File: src/verilog/sbrg_pkg.sv
// Shared constants for the serial baud-rate generator block
package sbrg_pkg;
    localparam int unsigned DIV_W       = 13;
    localparam int unsigned OVS_RATE    = 16;
    localparam int unsigned ADDR_W      = 8;
    localparam int unsigned DATA_W      = 32;

    localparam logic [7:0]  ADDR_HIGH   = 8'h00;
    localparam logic [7:0]  ADDR_LOW    = 8'h04;
    localparam logic [7:0]  ADDR_CTRL   = 8'h08;
    localparam logic [7:0]  ADDR_STAT   = 8'h0c;
    localparam logic [7:0]  ADDR_ICLR   = 8'h10;
    localparam logic [7:0]  ADDR_IEN    = 8'h14;

    localparam int unsigned HI_BRK_IE   = 7;
    localparam int unsigned HI_RXE_IE   = 6;
    localparam int unsigned HI_DIV_MSB  = 4;
    localparam int unsigned CTL_RX_ON   = 0;
    localparam int unsigned CTL_TX_ON   = 1;
    localparam int unsigned CTL_PSEL    = 2;
    localparam int unsigned EV_BRK      = 0;
    localparam int unsigned EV_RXE      = 1;
    localparam int unsigned ST_ACTIVE   = 2;
    localparam int unsigned ST_DIV_LSB  = 16;

    localparam logic [7:0]  HIGH_RST    = 8'h00;
    localparam logic [7:0]  LOW_RST     = 8'h04;
    localparam logic [7:0]  CTRL_RST    = 8'h00;
    localparam logic [31:0] UNMAPPED_RD = 32'h0000_0000;
endpackage

File: src/verilog/sbrg_baud_div.sv
// Modulo divider producing the oversample tick and the bit tick
`timescale 1ns/1ns
module sbrg_baud_div
    import sbrg_pkg::*;
#(
    parameter int unsigned W   = DIV_W,
    parameter int unsigned OVS = OVS_RATE
) (
    input  wire logic         clk_i,
    input  wire logic         rst_n_i,
    input  wire logic         run_i,
    input  wire logic         load_i,
    input  wire logic [W-1:0] divisor_i,
    output logic              tick16_o,
    output logic              baud_tick_o
);
    localparam int unsigned OW = $clog2(OVS);

    typedef struct packed {
        logic [W-1:0]  cnt;
        logic [OW-1:0] ovs;
        logic          tick;
        logic          baud;
    } sbrg_div_t;

    sbrg_div_t s_r;
    sbrg_div_t s_nxt;

    always_comb begin
        s_nxt      = s_r;
        s_nxt.tick = 1'b0;
        s_nxt.baud = 1'b0;
        // Stopped or reloading: counters cleared, no ticks
        if (!run_i || load_i) begin
            s_nxt.cnt = '0;
            s_nxt.ovs = '0;
        end else if (s_r.cnt == divisor_i - W'(1)) begin
            s_nxt.cnt  = '0;
            s_nxt.tick = 1'b1;
            s_nxt.ovs  = s_r.ovs + OW'(1);
            s_nxt.baud = (s_r.ovs == OW'(OVS - 1));
        end else begin
            s_nxt.cnt = s_r.cnt + W'(1);
        end
    end

    always_ff @(posedge clk_i or negedge rst_n_i) begin
        if (!rst_n_i) begin
            s_r <= '0;
        end else begin
            s_r <= s_nxt;
        end
    end

    assign tick16_o    = s_r.tick;
    assign baud_tick_o = s_r.baud;

    // Checking helpers: cycles since last tick, valid while running steadily
    logic [W:0] gap_r;
    logic       gap_ok_r;
    always_ff @(posedge clk_i or negedge rst_n_i) begin
        if (!rst_n_i) begin
            gap_r    <= '0;
            gap_ok_r <= 1'b0;
        end else begin
            gap_r    <= tick16_o ? (W+1)'(1) : gap_r + (W+1)'(1);
            gap_ok_r <= (run_i && !load_i) ? (tick16_o | gap_ok_r) : 1'b0;
        end
    end
endmodule

File: src/verilog/sbrg_top.sv
// Baud-rate generator with buffered divisor, event flags and pin routing
`timescale 1ns/1ns
module sbrg_top
    import sbrg_pkg::*;
(
    input  wire logic              clk_i,
    input  wire logic              rst_n_i,
    input  wire logic [ADDR_W-1:0] avs_address_i,
    input  wire logic              avs_read_i,
    input  wire logic              avs_write_i,
    input  wire logic [DATA_W-1:0] avs_writedata_i,
    input  wire logic [3:0]        avs_byteenable_i,
    output logic      [DATA_W-1:0] avs_readdata_o,
    output logic                   avs_waitrequest_o,
    input  wire logic              break_detect_ev_i,
    input  wire logic              rx_edge_ev_i,
    input  wire logic              link2_tx_i,
    output logic                   link2_rx_o,
    input  wire logic              port_f_bit_one_i,
    input  wire logic              port_e_bit_seven_i,
    output logic                   port_f_bit_zero_o,
    output logic                   port_f_bit_zero_oe_o,
    output logic                   port_e_bit_six_o,
    output logic                   port_e_bit_six_oe_o,
    output logic                   tick16_o,
    output logic                   baud_tick_o,
    output logic                   gen_active_o,
    output logic                   irq_o
);
    typedef struct packed {
        logic              wait_req;
        logic [DATA_W-1:0] rdata;
        logic [4:0]        hi_buf;
        logic [4:0]        hi_work;
        logic              brk_ie;
        logic              rxe_ie;
        logic [7:0]        low;
        logic              rx_on;
        logic              tx_on;
        logic              pos_sel;
        logic              armed;
        logic              brk_flag;
        logic              rxe_flag;
        logic              irq;
        logic              active;
        logic              div_load;
        logic              f0;
        logic              f0_oe;
        logic              e6;
        logic              e6_oe;
        logic              rx_out;
        logic [1:0]        sync_f1;
        logic [1:0]        sync_e7;
    } sbrg_state_t;

    sbrg_state_t s_r;
    sbrg_state_t s_nxt;

    logic [DIV_W-1:0] divisor;
    logic             req;
    logic             wr_go;
    logic             rd_go;
    logic [7:0]       wbyte;

    assign divisor = {s_r.hi_work, s_r.low};
    assign req     = avs_read_i | avs_write_i;
    // Write lands only on the edge where waitrequest is seen low
    assign wr_go   = avs_write_i && !s_r.wait_req && avs_byteenable_i[0];
    assign rd_go   = avs_read_i && s_r.wait_req;
    assign wbyte   = avs_writedata_i[7:0];

    always_comb begin
        s_nxt          = s_r;
        s_nxt.div_load = 1'b0;
        // One wait cycle per access, then release for a cycle
        s_nxt.wait_req = !(req && s_r.wait_req);

        if (rd_go) begin
            unique case (avs_address_i)
                ADDR_HIGH: begin
                    s_nxt.rdata = {24'h00_0000, s_r.brk_ie, s_r.rxe_ie, 1'b0,
                                   s_r.hi_buf};
                end
                ADDR_LOW: begin
                    s_nxt.rdata = {24'h00_0000, s_r.low};
                end
                ADDR_CTRL: begin
                    s_nxt.rdata = UNMAPPED_RD;
                    s_nxt.rdata[CTL_RX_ON] = s_r.rx_on;
                    s_nxt.rdata[CTL_TX_ON] = s_r.tx_on;
                    s_nxt.rdata[CTL_PSEL]  = s_r.pos_sel;
                end
                ADDR_STAT: begin
                    s_nxt.rdata = UNMAPPED_RD;
                    s_nxt.rdata[EV_BRK]    = s_r.brk_flag;
                    s_nxt.rdata[EV_RXE]    = s_r.rxe_flag;
                    s_nxt.rdata[ST_ACTIVE] = s_r.active;
                    s_nxt.rdata[ST_DIV_LSB +: DIV_W] = divisor;
                end
                ADDR_IEN: begin
                    s_nxt.rdata = UNMAPPED_RD;
                    s_nxt.rdata[EV_BRK] = s_r.brk_ie;
                    s_nxt.rdata[EV_RXE] = s_r.rxe_ie;
                end
                default: begin
                    s_nxt.rdata = UNMAPPED_RD;
                end
            endcase
        end

        if (wr_go) begin
            unique case (avs_address_i)
                ADDR_HIGH: begin
                    // Divisor bits only buffered, working upper bits wait for the low write; the interrupt enables take effect at once
                    s_nxt.hi_buf = wbyte[HI_DIV_MSB:0];
                    s_nxt.brk_ie = wbyte[HI_BRK_IE];
                    s_nxt.rxe_ie = wbyte[HI_RXE_IE];
                end
                ADDR_LOW: begin
                    s_nxt.low      = wbyte;
                    s_nxt.hi_work  = s_r.hi_buf;
                    s_nxt.div_load = 1'b1;
                end
                ADDR_CTRL: begin
                    s_nxt.rx_on   = wbyte[CTL_RX_ON];
                    s_nxt.tx_on   = wbyte[CTL_TX_ON];
                    s_nxt.pos_sel = wbyte[CTL_PSEL];
                    if (wbyte[CTL_RX_ON] || wbyte[CTL_TX_ON]) begin
                        s_nxt.armed = 1'b1;
                    end
                end
                ADDR_ICLR: begin
                    if (wbyte[EV_BRK]) begin
                        s_nxt.brk_flag = 1'b0;
                    end
                    if (wbyte[EV_RXE]) begin
                        s_nxt.rxe_flag = 1'b0;
                    end
                end
                ADDR_IEN: begin
                    s_nxt.brk_ie = wbyte[EV_BRK];
                    s_nxt.rxe_ie = wbyte[EV_RXE];
                end
                default: begin
                end
            endcase
        end

        // Set after clear so a same-cycle event is never lost
        if (break_detect_ev_i) begin
            s_nxt.brk_flag = 1'b1;
        end
        if (rx_edge_ev_i) begin
            s_nxt.rxe_flag = 1'b1;
        end
        s_nxt.irq = (s_nxt.brk_flag & s_nxt.brk_ie)
                  | (s_nxt.rxe_flag & s_nxt.rxe_ie);

        // Zero divisor or not yet armed holds the divider stopped with its counters cleared
        s_nxt.active = s_r.armed && (divisor != '0);

        // Pin routing; the unused transmit pad is released
        s_nxt.sync_f1 = {s_r.sync_f1[0], port_f_bit_one_i};
        s_nxt.sync_e7 = {s_r.sync_e7[0], port_e_bit_seven_i};
        s_nxt.f0      = s_r.pos_sel ? 1'b1 : link2_tx_i;
        s_nxt.f0_oe   = !s_r.pos_sel;
        s_nxt.e6      = s_r.pos_sel ? link2_tx_i : 1'b1;
        s_nxt.e6_oe   = s_r.pos_sel;
        s_nxt.rx_out  = s_r.pos_sel ? s_r.sync_e7[1] : s_r.sync_f1[1];
    end

    always_ff @(posedge clk_i or negedge rst_n_i) begin
        if (!rst_n_i) begin
            s_r          <= '0;
            s_r.wait_req <= 1'b1;
            s_r.brk_ie   <= HIGH_RST[HI_BRK_IE];
            s_r.rxe_ie   <= HIGH_RST[HI_RXE_IE];
            s_r.hi_buf   <= HIGH_RST[HI_DIV_MSB:0];
            s_r.hi_work  <= HIGH_RST[HI_DIV_MSB:0];
            s_r.low      <= LOW_RST;
            s_r.pos_sel  <= CTRL_RST[CTL_PSEL];
            s_r.f0       <= 1'b1;
            s_r.f0_oe    <= 1'b1;
            s_r.e6       <= 1'b1;
            s_r.rx_out   <= 1'b1;
            s_r.sync_f1  <= 2'h3;
            s_r.sync_e7  <= 2'h3;
        end else begin
            s_r <= s_nxt;
        end
    end

    sbrg_baud_div #(
        .W   (DIV_W),
        .OVS (OVS_RATE)
    ) u_div (
        .clk_i       (clk_i),
        .rst_n_i     (rst_n_i),
        .run_i       (s_r.active),
        .load_i      (s_r.div_load),
        .divisor_i   (divisor),
        .tick16_o    (tick16_o),
        .baud_tick_o (baud_tick_o)
    );

    assign avs_readdata_o       = s_r.rdata;
    assign avs_waitrequest_o    = s_r.wait_req;
    assign link2_rx_o           = s_r.rx_out;
    assign port_f_bit_zero_o    = s_r.f0;
    assign port_f_bit_zero_oe_o = s_r.f0_oe;
    assign port_e_bit_six_o     = s_r.e6;
    assign port_e_bit_six_oe_o  = s_r.e6_oe;
    assign gen_active_o         = s_r.active;
    assign irq_o                = s_r.irq;

    logic hi_wr;
    logic lo_wr;
    assign hi_wr = wr_go && (avs_address_i == ADDR_HIGH);
    assign lo_wr = wr_go && (avs_address_i == ADDR_LOW);

    logic clr_wr;
    logic ctl_wr;
    logic ien_wr;
    assign clr_wr = wr_go && (avs_address_i == ADDR_ICLR);
    assign ctl_wr = wr_go && (avs_address_i == ADDR_CTRL);
    assign ien_wr = wr_go && (avs_address_i == ADDR_IEN);
endmodule

File: config.mk
export PLATFORM = sky130hd
export DESIGN_NAME = sbrg_top
export DESIGN_NICKNAME = d
export VERILOG_FILES = /design/src/verilog/sbrg_pkg.sv /design/src/verilog/sbrg_baud_div.sv /design/src/verilog/sbrg_top.sv
export SDC_FILE = /design/constraint.sdc
export NUM_CORES = 1
export LEC_CHECK = 0
export BUFFER_PORTS_ARGS = -buffer_cell sky130_fd_sc_hd__buf_2
export CORE_MARGIN = 10
export CORE_UTILIZATION = 28
export CTS_BUF_LIST = sky130_fd_sc_hd__clkbuf_8
export DETAILED_ROUTE_END_ITERATION = 8
export PLACE_DENSITY = 0.58
export SETUP_SLACK_MARGIN = 0.02
export SYNTH_ARGS = -nofsm -noshare
export SYNTH_HDL_FRONTEND = slang
export SYNTH_SLANG_ARGS = --single-unit
export TNS_END_PERCENT = 50
File: constraint.sdc
create_clock -name clk_i -period 3.3 [get_ports clk_i]
set_clock_uncertainty 0.05 [all_clocks]
set_input_delay 0.99 -clock clk_i [delete_from_list [all_inputs] [get_ports clk_i]]
set_output_delay 0.99 -clock clk_i [all_outputs]
set_load 0.05 [all_outputs]
Yosys cells after proc, flatten, opt, wreduce, memory -nomap -nowiden
Cells that the tools add are included.
{ "totals": {"regBits": 90, "input_bits": 53, "out_inout_bits": 42, "wordCells": 79} }
{ "classes": {"add_sub_neg": 3, "eq_ne": 7, "n_mux": 20, "bitwise": 4, "reduce_logical": 18} }
{ "op_table": {"columns": ["operator", "n"], "rows": [
  ["one-hot mux 29 bit (5 select lines)", 1],
  ["2-to-1 mux 17 bit", 1],
  ["equality test 8 x 4 -> 1 bit (second input constant)", 2],
  ["equality test 8 x 5 -> 1 bit (second input constant)", 2],
  ["2-to-1 mux 16 bit", 1],
  ["adder 13 x 1 -> 13 bit (second input constant)", 1],
  ["equality test 13 bit", 1],
  ["2-to-1 mux 13 bit", 1],
  ["nonzero test 13 bit", 1],
  ["subtractor 13 x 1 -> 13 bit (second input constant)", 1],
  ["2-to-1 mux 1 bit", 10],
  ["equality test 8 x 3 -> 1 bit (second input constant)", 1],
  ["logical NOT 8 bit", 1],
  ["2-to-1 mux 8 bit", 1],
  ["2-to-1 mux 6 bit", 1],
  ["AND reduction 2 bit", 3],
  ["logical AND 1 bit", 5],
  ["adder 4 x 1 -> 4 bit (second input constant)", 1],
  ["equality test 4 bit (second input constant)", 1],
  ["logical NOT 1 bit", 4],
  ["2-to-1 mux 2 bit", 2],
  ["2-to-1 mux 4 bit", 1],
  ["one-hot mux 2 bit (2 select lines)", 1],
  ["AND reduction 3 bit", 1],
  ["4 further kinds", 7]
]} }

Logic depth before layout (Yosys ltp)
{ "depth": {"ltp_word": 7, "mapped_depth": 11} }

By module
From an unflattened synthesis, not the netlist that was laid out.
{ "hier_totals": {"hier_cells": 370, "area_unflattened_um2": 4141.5} }
{ "modules_own_cells": {"columns": ["module", "n_inst", "cells_per_inst", "area_per_inst_um2", "seq_area_each_um2"], "rows": [
  ["sbrg_top", 1, 207, 2708.8, 1514.0],
  ["sbrg_baud_div", 1, 163, 1432.6, 475.5]
]} }

Worst setup path before layout
Ideal clock, no wire load.
{ "synth_timing": {"path_kind": "input-to-reg", "start": "in avs_address_i[0]", "end": "reg s_r, in the netlist irq_o", "setup_time_ns": 0.121, "t_arrival_ns": 2.670, "required_time_ns": 3.129, "path_slack_ns": 0.459, "path_stages": 6, "n_path_buf": 0, "path_cell_list": "or4_1 nor4_1 o21ai_0 nand2_1 o21ai_0 a22o_1"} }
{ "synth_rtl": {"columns": ["item", "line_no", "source"], "rows": [
  ["start: declaration", "sbrg_top.sv:8", "input wire logic [ADDR_W-1:0] avs_address_i,"],
  ["end signal: assignment", "sbrg_top.sv:189", "s_r <= s_nxt;"],
  ["end: declaration", "sbrg_top.sv:56", "sbrg_state_t s_r;"]
]} }

Final worst setup path
{ "layout_timing": {"start": "in avs_address_i[0]", "end": "reg s_r[16] (netlist bit)"} }
{ "layout_via": {"elab_chain_len": 2} }
{ "layout_lines": {"columns": ["item", "line_no", "source"], "rows": [
  ["equality test 8 x 4 -> 1 bit", "sbrg_top.sv:112", "unique case (avs_address_i)"],
  ["AND reduction 2 bit (no line)", null, null]
]} }
Every way passes these cells.
A chain may end at the register's enable or synchronous reset.

==> metrics.sh <==
CLOCK_SINKS=79
CLOCK_INSERTION_DELAY_WORST_SKEW_NS=0.37
PLACE.GP.CONGESTION=0.827
STARTPOINT_OF_THE_TIGHTEST_HOLD_CHECK_PATH='s_nxt[3]'
POST_CTS_RESIZE_COUNT=0
SYN_AREA_PER_CELL_UM2=10.8
GR-TOTAL-OVERFLOW=0
NUMBER_OF_BUFFER_AND_INVERTER_STAGES_ON_THE_CRITICAL_PATH=1
FINALSETUPTNS_NS=0
POST-ROUTE-DRC-COUNT=0
WL_PER_CELL_UM=15.4
PEAKVDDDROP_uV=161
FINAL_AREA_UM2=4530
CRIT_CHAIN='buf_2 > or4_1 > nor3_1 > nand2_1 > or3_1 > mux2_2'
MOST-COMMON-LAYOUT-CELLS='sky130_fd_sc_hd__dfrtp_1, sky130_fd_sc_hd__buf_2, sky130_fd_sc_hd__nand2_1'
GRT_PASS1_VIAS=2859
FINALWORSTPATHREQUIREDPERIOD_NS=2.73
SYNTH-ASYNC-RESET-RATIO=1.00
FINALHOLDVIOLATIONS=0
IO_BUFFERS=56
SYNTH_CELLS=373
CLOCKROOTBUFFER='sky130_fd_sc_hd__clkbuf_8'
MAXCAPVIOLCOUNT=0
YOSYS_MOST_USED_DFF='sky130_fd_sc_hd__dfrtp_1'
POSTROUTEWIRELENGTH_MM=9.23
SLEW_HEADROOM=0.337
PLACED_CELLS=581
WORSTPATHREQUIRED_NS=3.51
SHARE_OF_LAYOUT_CELLS_ABOVE_DRIVE_STRENGTH_1=0.288
CORE.ROWCOUNT=43
HOLD_PATH.CLASS='reg2reg'
DPL-INSTANCE-AREA_UM2=4320
END_KIND='register'
TIMING.RR.START='divisor[4]'
SYNTH_SEQUENTIAL_AREA_RATIO=0.496
NETLIST-CELL-TYPE-COUNT=57
CLOCKBUFFERDEPTH=2
FINAL_CORE_UTILIZATION=0.325
GRT_FIRST_PASS_WIRELENGTH_MM=15.4
SETUP.WORST_PATH.CLASS='in2reg'
POST-DP-HPWL_MM=6.92
VIAS_PER_CELL=4.67
LARGEST_NET_DEGREE_AT_THE_START_OF_GLOBAL_ROUTING=80
TIMING.REG2REG.SETUP_SLACK_NS=0.63
FMAXACHIEVABLE_MHz=367
SYNTH.FF_LATCH_COUNT=79
SYNTH-EDFF-COUNT=0
CORE_AREA_UM2=13900
HTREEDEPTH=3
DRT_ITER0_MARKERS=268
FP.DIEAREA_UM2=19500
ROUTED-VIA-COUNT=2800
SETUP-VIOLATIONS-FINAL=0
ANTENNA_FOUND_INITIAL=3
LAYOUT.CELLS.NON_FILLER=599
MIN_DELAY_PATH_DEPTH=0
DESIGN_POWER_TOTAL_mW=1.90
HOLD_END='s_r[3]'
CRITICAL_PATH_ARRIVAL_NS=2.93
MAX_STAGE_DELAY_CELL_WORST_PATH='sky130_fd_sc_hd__or4_1'
CRITICAL_PATH.STARTPOINT_TYPE='input pin'
WORSTPATHMAXFANOUT=5
TRITONCTS.NUM_BUFFERS=9
SETUP_REPAIR_AFTER_GLOBAL_ROUTING_MISSED_ITS_MARGIN='false'
WORSTMARGINPINSLEW_NS=0.995
DIE_WIDTH_UM=140
ROUTE.ANTENNA.REMAINING_NETS=0
CRITPATHTOPFAMILY='simple AND/OR/NAND/NOR gates'
HOLD_BUFFERS=0
CLKTRANSATPATHREGS_NS=0.09
FINAL_SLEW_VIOL_COUNT=0
MOSTFREQUENTLAYOUTCELL='sky130_fd_sc_hd__dfrtp_1'
IO_PINS=95
DR.PASS1.ITERS=4
DIE_HEIGHT_UM=140
STATIC-LEAKAGE-POWER_nW=2.19
FLOORPLAN.INITIALDENSITY=0.288
SYNTH.CELL_AREA_UM2=4010
WORSTREGTOREGCELLS=6
AREA_DELTA_SYNTH_FINAL_PCT=13.1
POST_CTS_SETUP_BUFS=0
CTS_TREE='yes'
POWER.DENSITY_CELL_AREA_nW_PER_UM2=420
CRITICAL-PATH-MAX-STAGE-DELAY_NS=0.61
RR_ENDPOINT='u_div.s_r[5]'
YOSYSWARNINGCOUNT=0
RUN_STATUS='finished clean'
TIMING.FINAL.CRIT_SHARE=0.826
FIN_NETS=468
TRACK_USAGE=0.0960
## layout make-up
cell class	count	area (um2)
sequential	79	1990
timing repair buffer	67	365
inverter	6	22.5
fill	1406	9400
clock inverter	6	72.6
antenna	2	5.00
multi-input combinational	249	1720
tap	180	225
clock buffer	10	138
## metal layers
layer	global-route usage	vias to the layer above	wire length, um
li1	-	1347	-
met1	0.123	1355	4240
met2	0.144	82	4170
met3	0.0262	14	617
met4	0.0489	2	189
met5	0	-	17
## sequential cells by signal, summed over array words and instances (netlist names)
name and count:
avs_readdata_o 21, avs_waitrequest_o 1, divisor 13, gen_active_o 1
irq_o 1, link2_rx_o 1, port_e_bit_six_o 1, port_e_bit_six_oe_o 1
port_f_bit_zero_o 1, port_f_bit_zero_oe_o 1, s_nxt 3, s_r 15
u_div.baud_tick_o 1, u_div.s_r 17, u_div.tick16_o 1
## worst max path at each step
stage / end / slack (ns) / cells past startpoint / startpoint
finish: s_r[16] / 0.57 / 6 / avs_address_i[0]
global route: u_div.s_r[13] / 0.40 / 9 / divisor[0]
CTS: s_r[16] / 0.60 / 6 / avs_address_i[0]
detailed placement: s_r[16] / 0.20 / 6 / avs_address_i[0]
global placement: s_r[16] / 0.23 / 6 / avs_address_i[0]
floorplan: irq_o / 0.46 / 6 / avs_address_i[0]
## power breakdown
group | switching, mW | internal (mW) | leakage (nW)
Clock | 0.382 | 0.379 | 0.104
Sequential | 0.00814 | 0.982 | 1.06
Combinational | 0.111 | 0.0416 | 1.03
## logic make-up after synthesis
group           Yosys count  synth area share
simple gates            124             0.159
mux                      31            0.0861
other cells               1          0.000935
buf+inv                  55            0.0852
fa+ha+maj                 3           0.00936
flops                    79             0.496
xor+xnor                 30            0.0690
compound gates           50            0.0939
## per-stage QoR
stage / worst slack (ns) / hold slack, ns
2_1_floorplan: 0.459 / 0.295
3_3_place_gp: 0.234 / 0.296
3_5_place_dp: 0.200 / 0.297
4_1_cts: 0.597 / 0.310
5_1_grt: 0.405 / 0.319
6_report: 0.574 / 0.310
## cell usage after synthesis, types with 6 or more instances
library cell,count,area (um2)
sky130_fd_sc_hd__dfrtp_1,69,1730
sky130_fd_sc_hd__nand2_1,42,158
sky130_fd_sc_hd__buf_4,32,240
sky130_fd_sc_hd__nor2_1,21,78.8
sky130_fd_sc_hd__mux2_2,18,203
sky130_fd_sc_hd__xor2_1,16,140
sky130_fd_sc_hd__a22o_1,14,123
sky130_fd_sc_hd__xnor2_1,13,114
sky130_fd_sc_hd__mux2i_1,12,120
sky130_fd_sc_hd__nand3_1,12,60.1
sky130_fd_sc_hd__dfstp_2,10,263
sky130_fd_sc_hd__clkbuf_1,9,33.8
sky130_fd_sc_hd__o21ai_0,9,45.0
sky130_fd_sc_hd__nor3_1,7,35.0
sky130_fd_sc_hd__buf_2,6,30.0
sky130_fd_sc_hd__inv_1,6,22.5
sky130_fd_sc_hd__nand2b_1,6,37.5
Power figures use the tool's default switching activity.
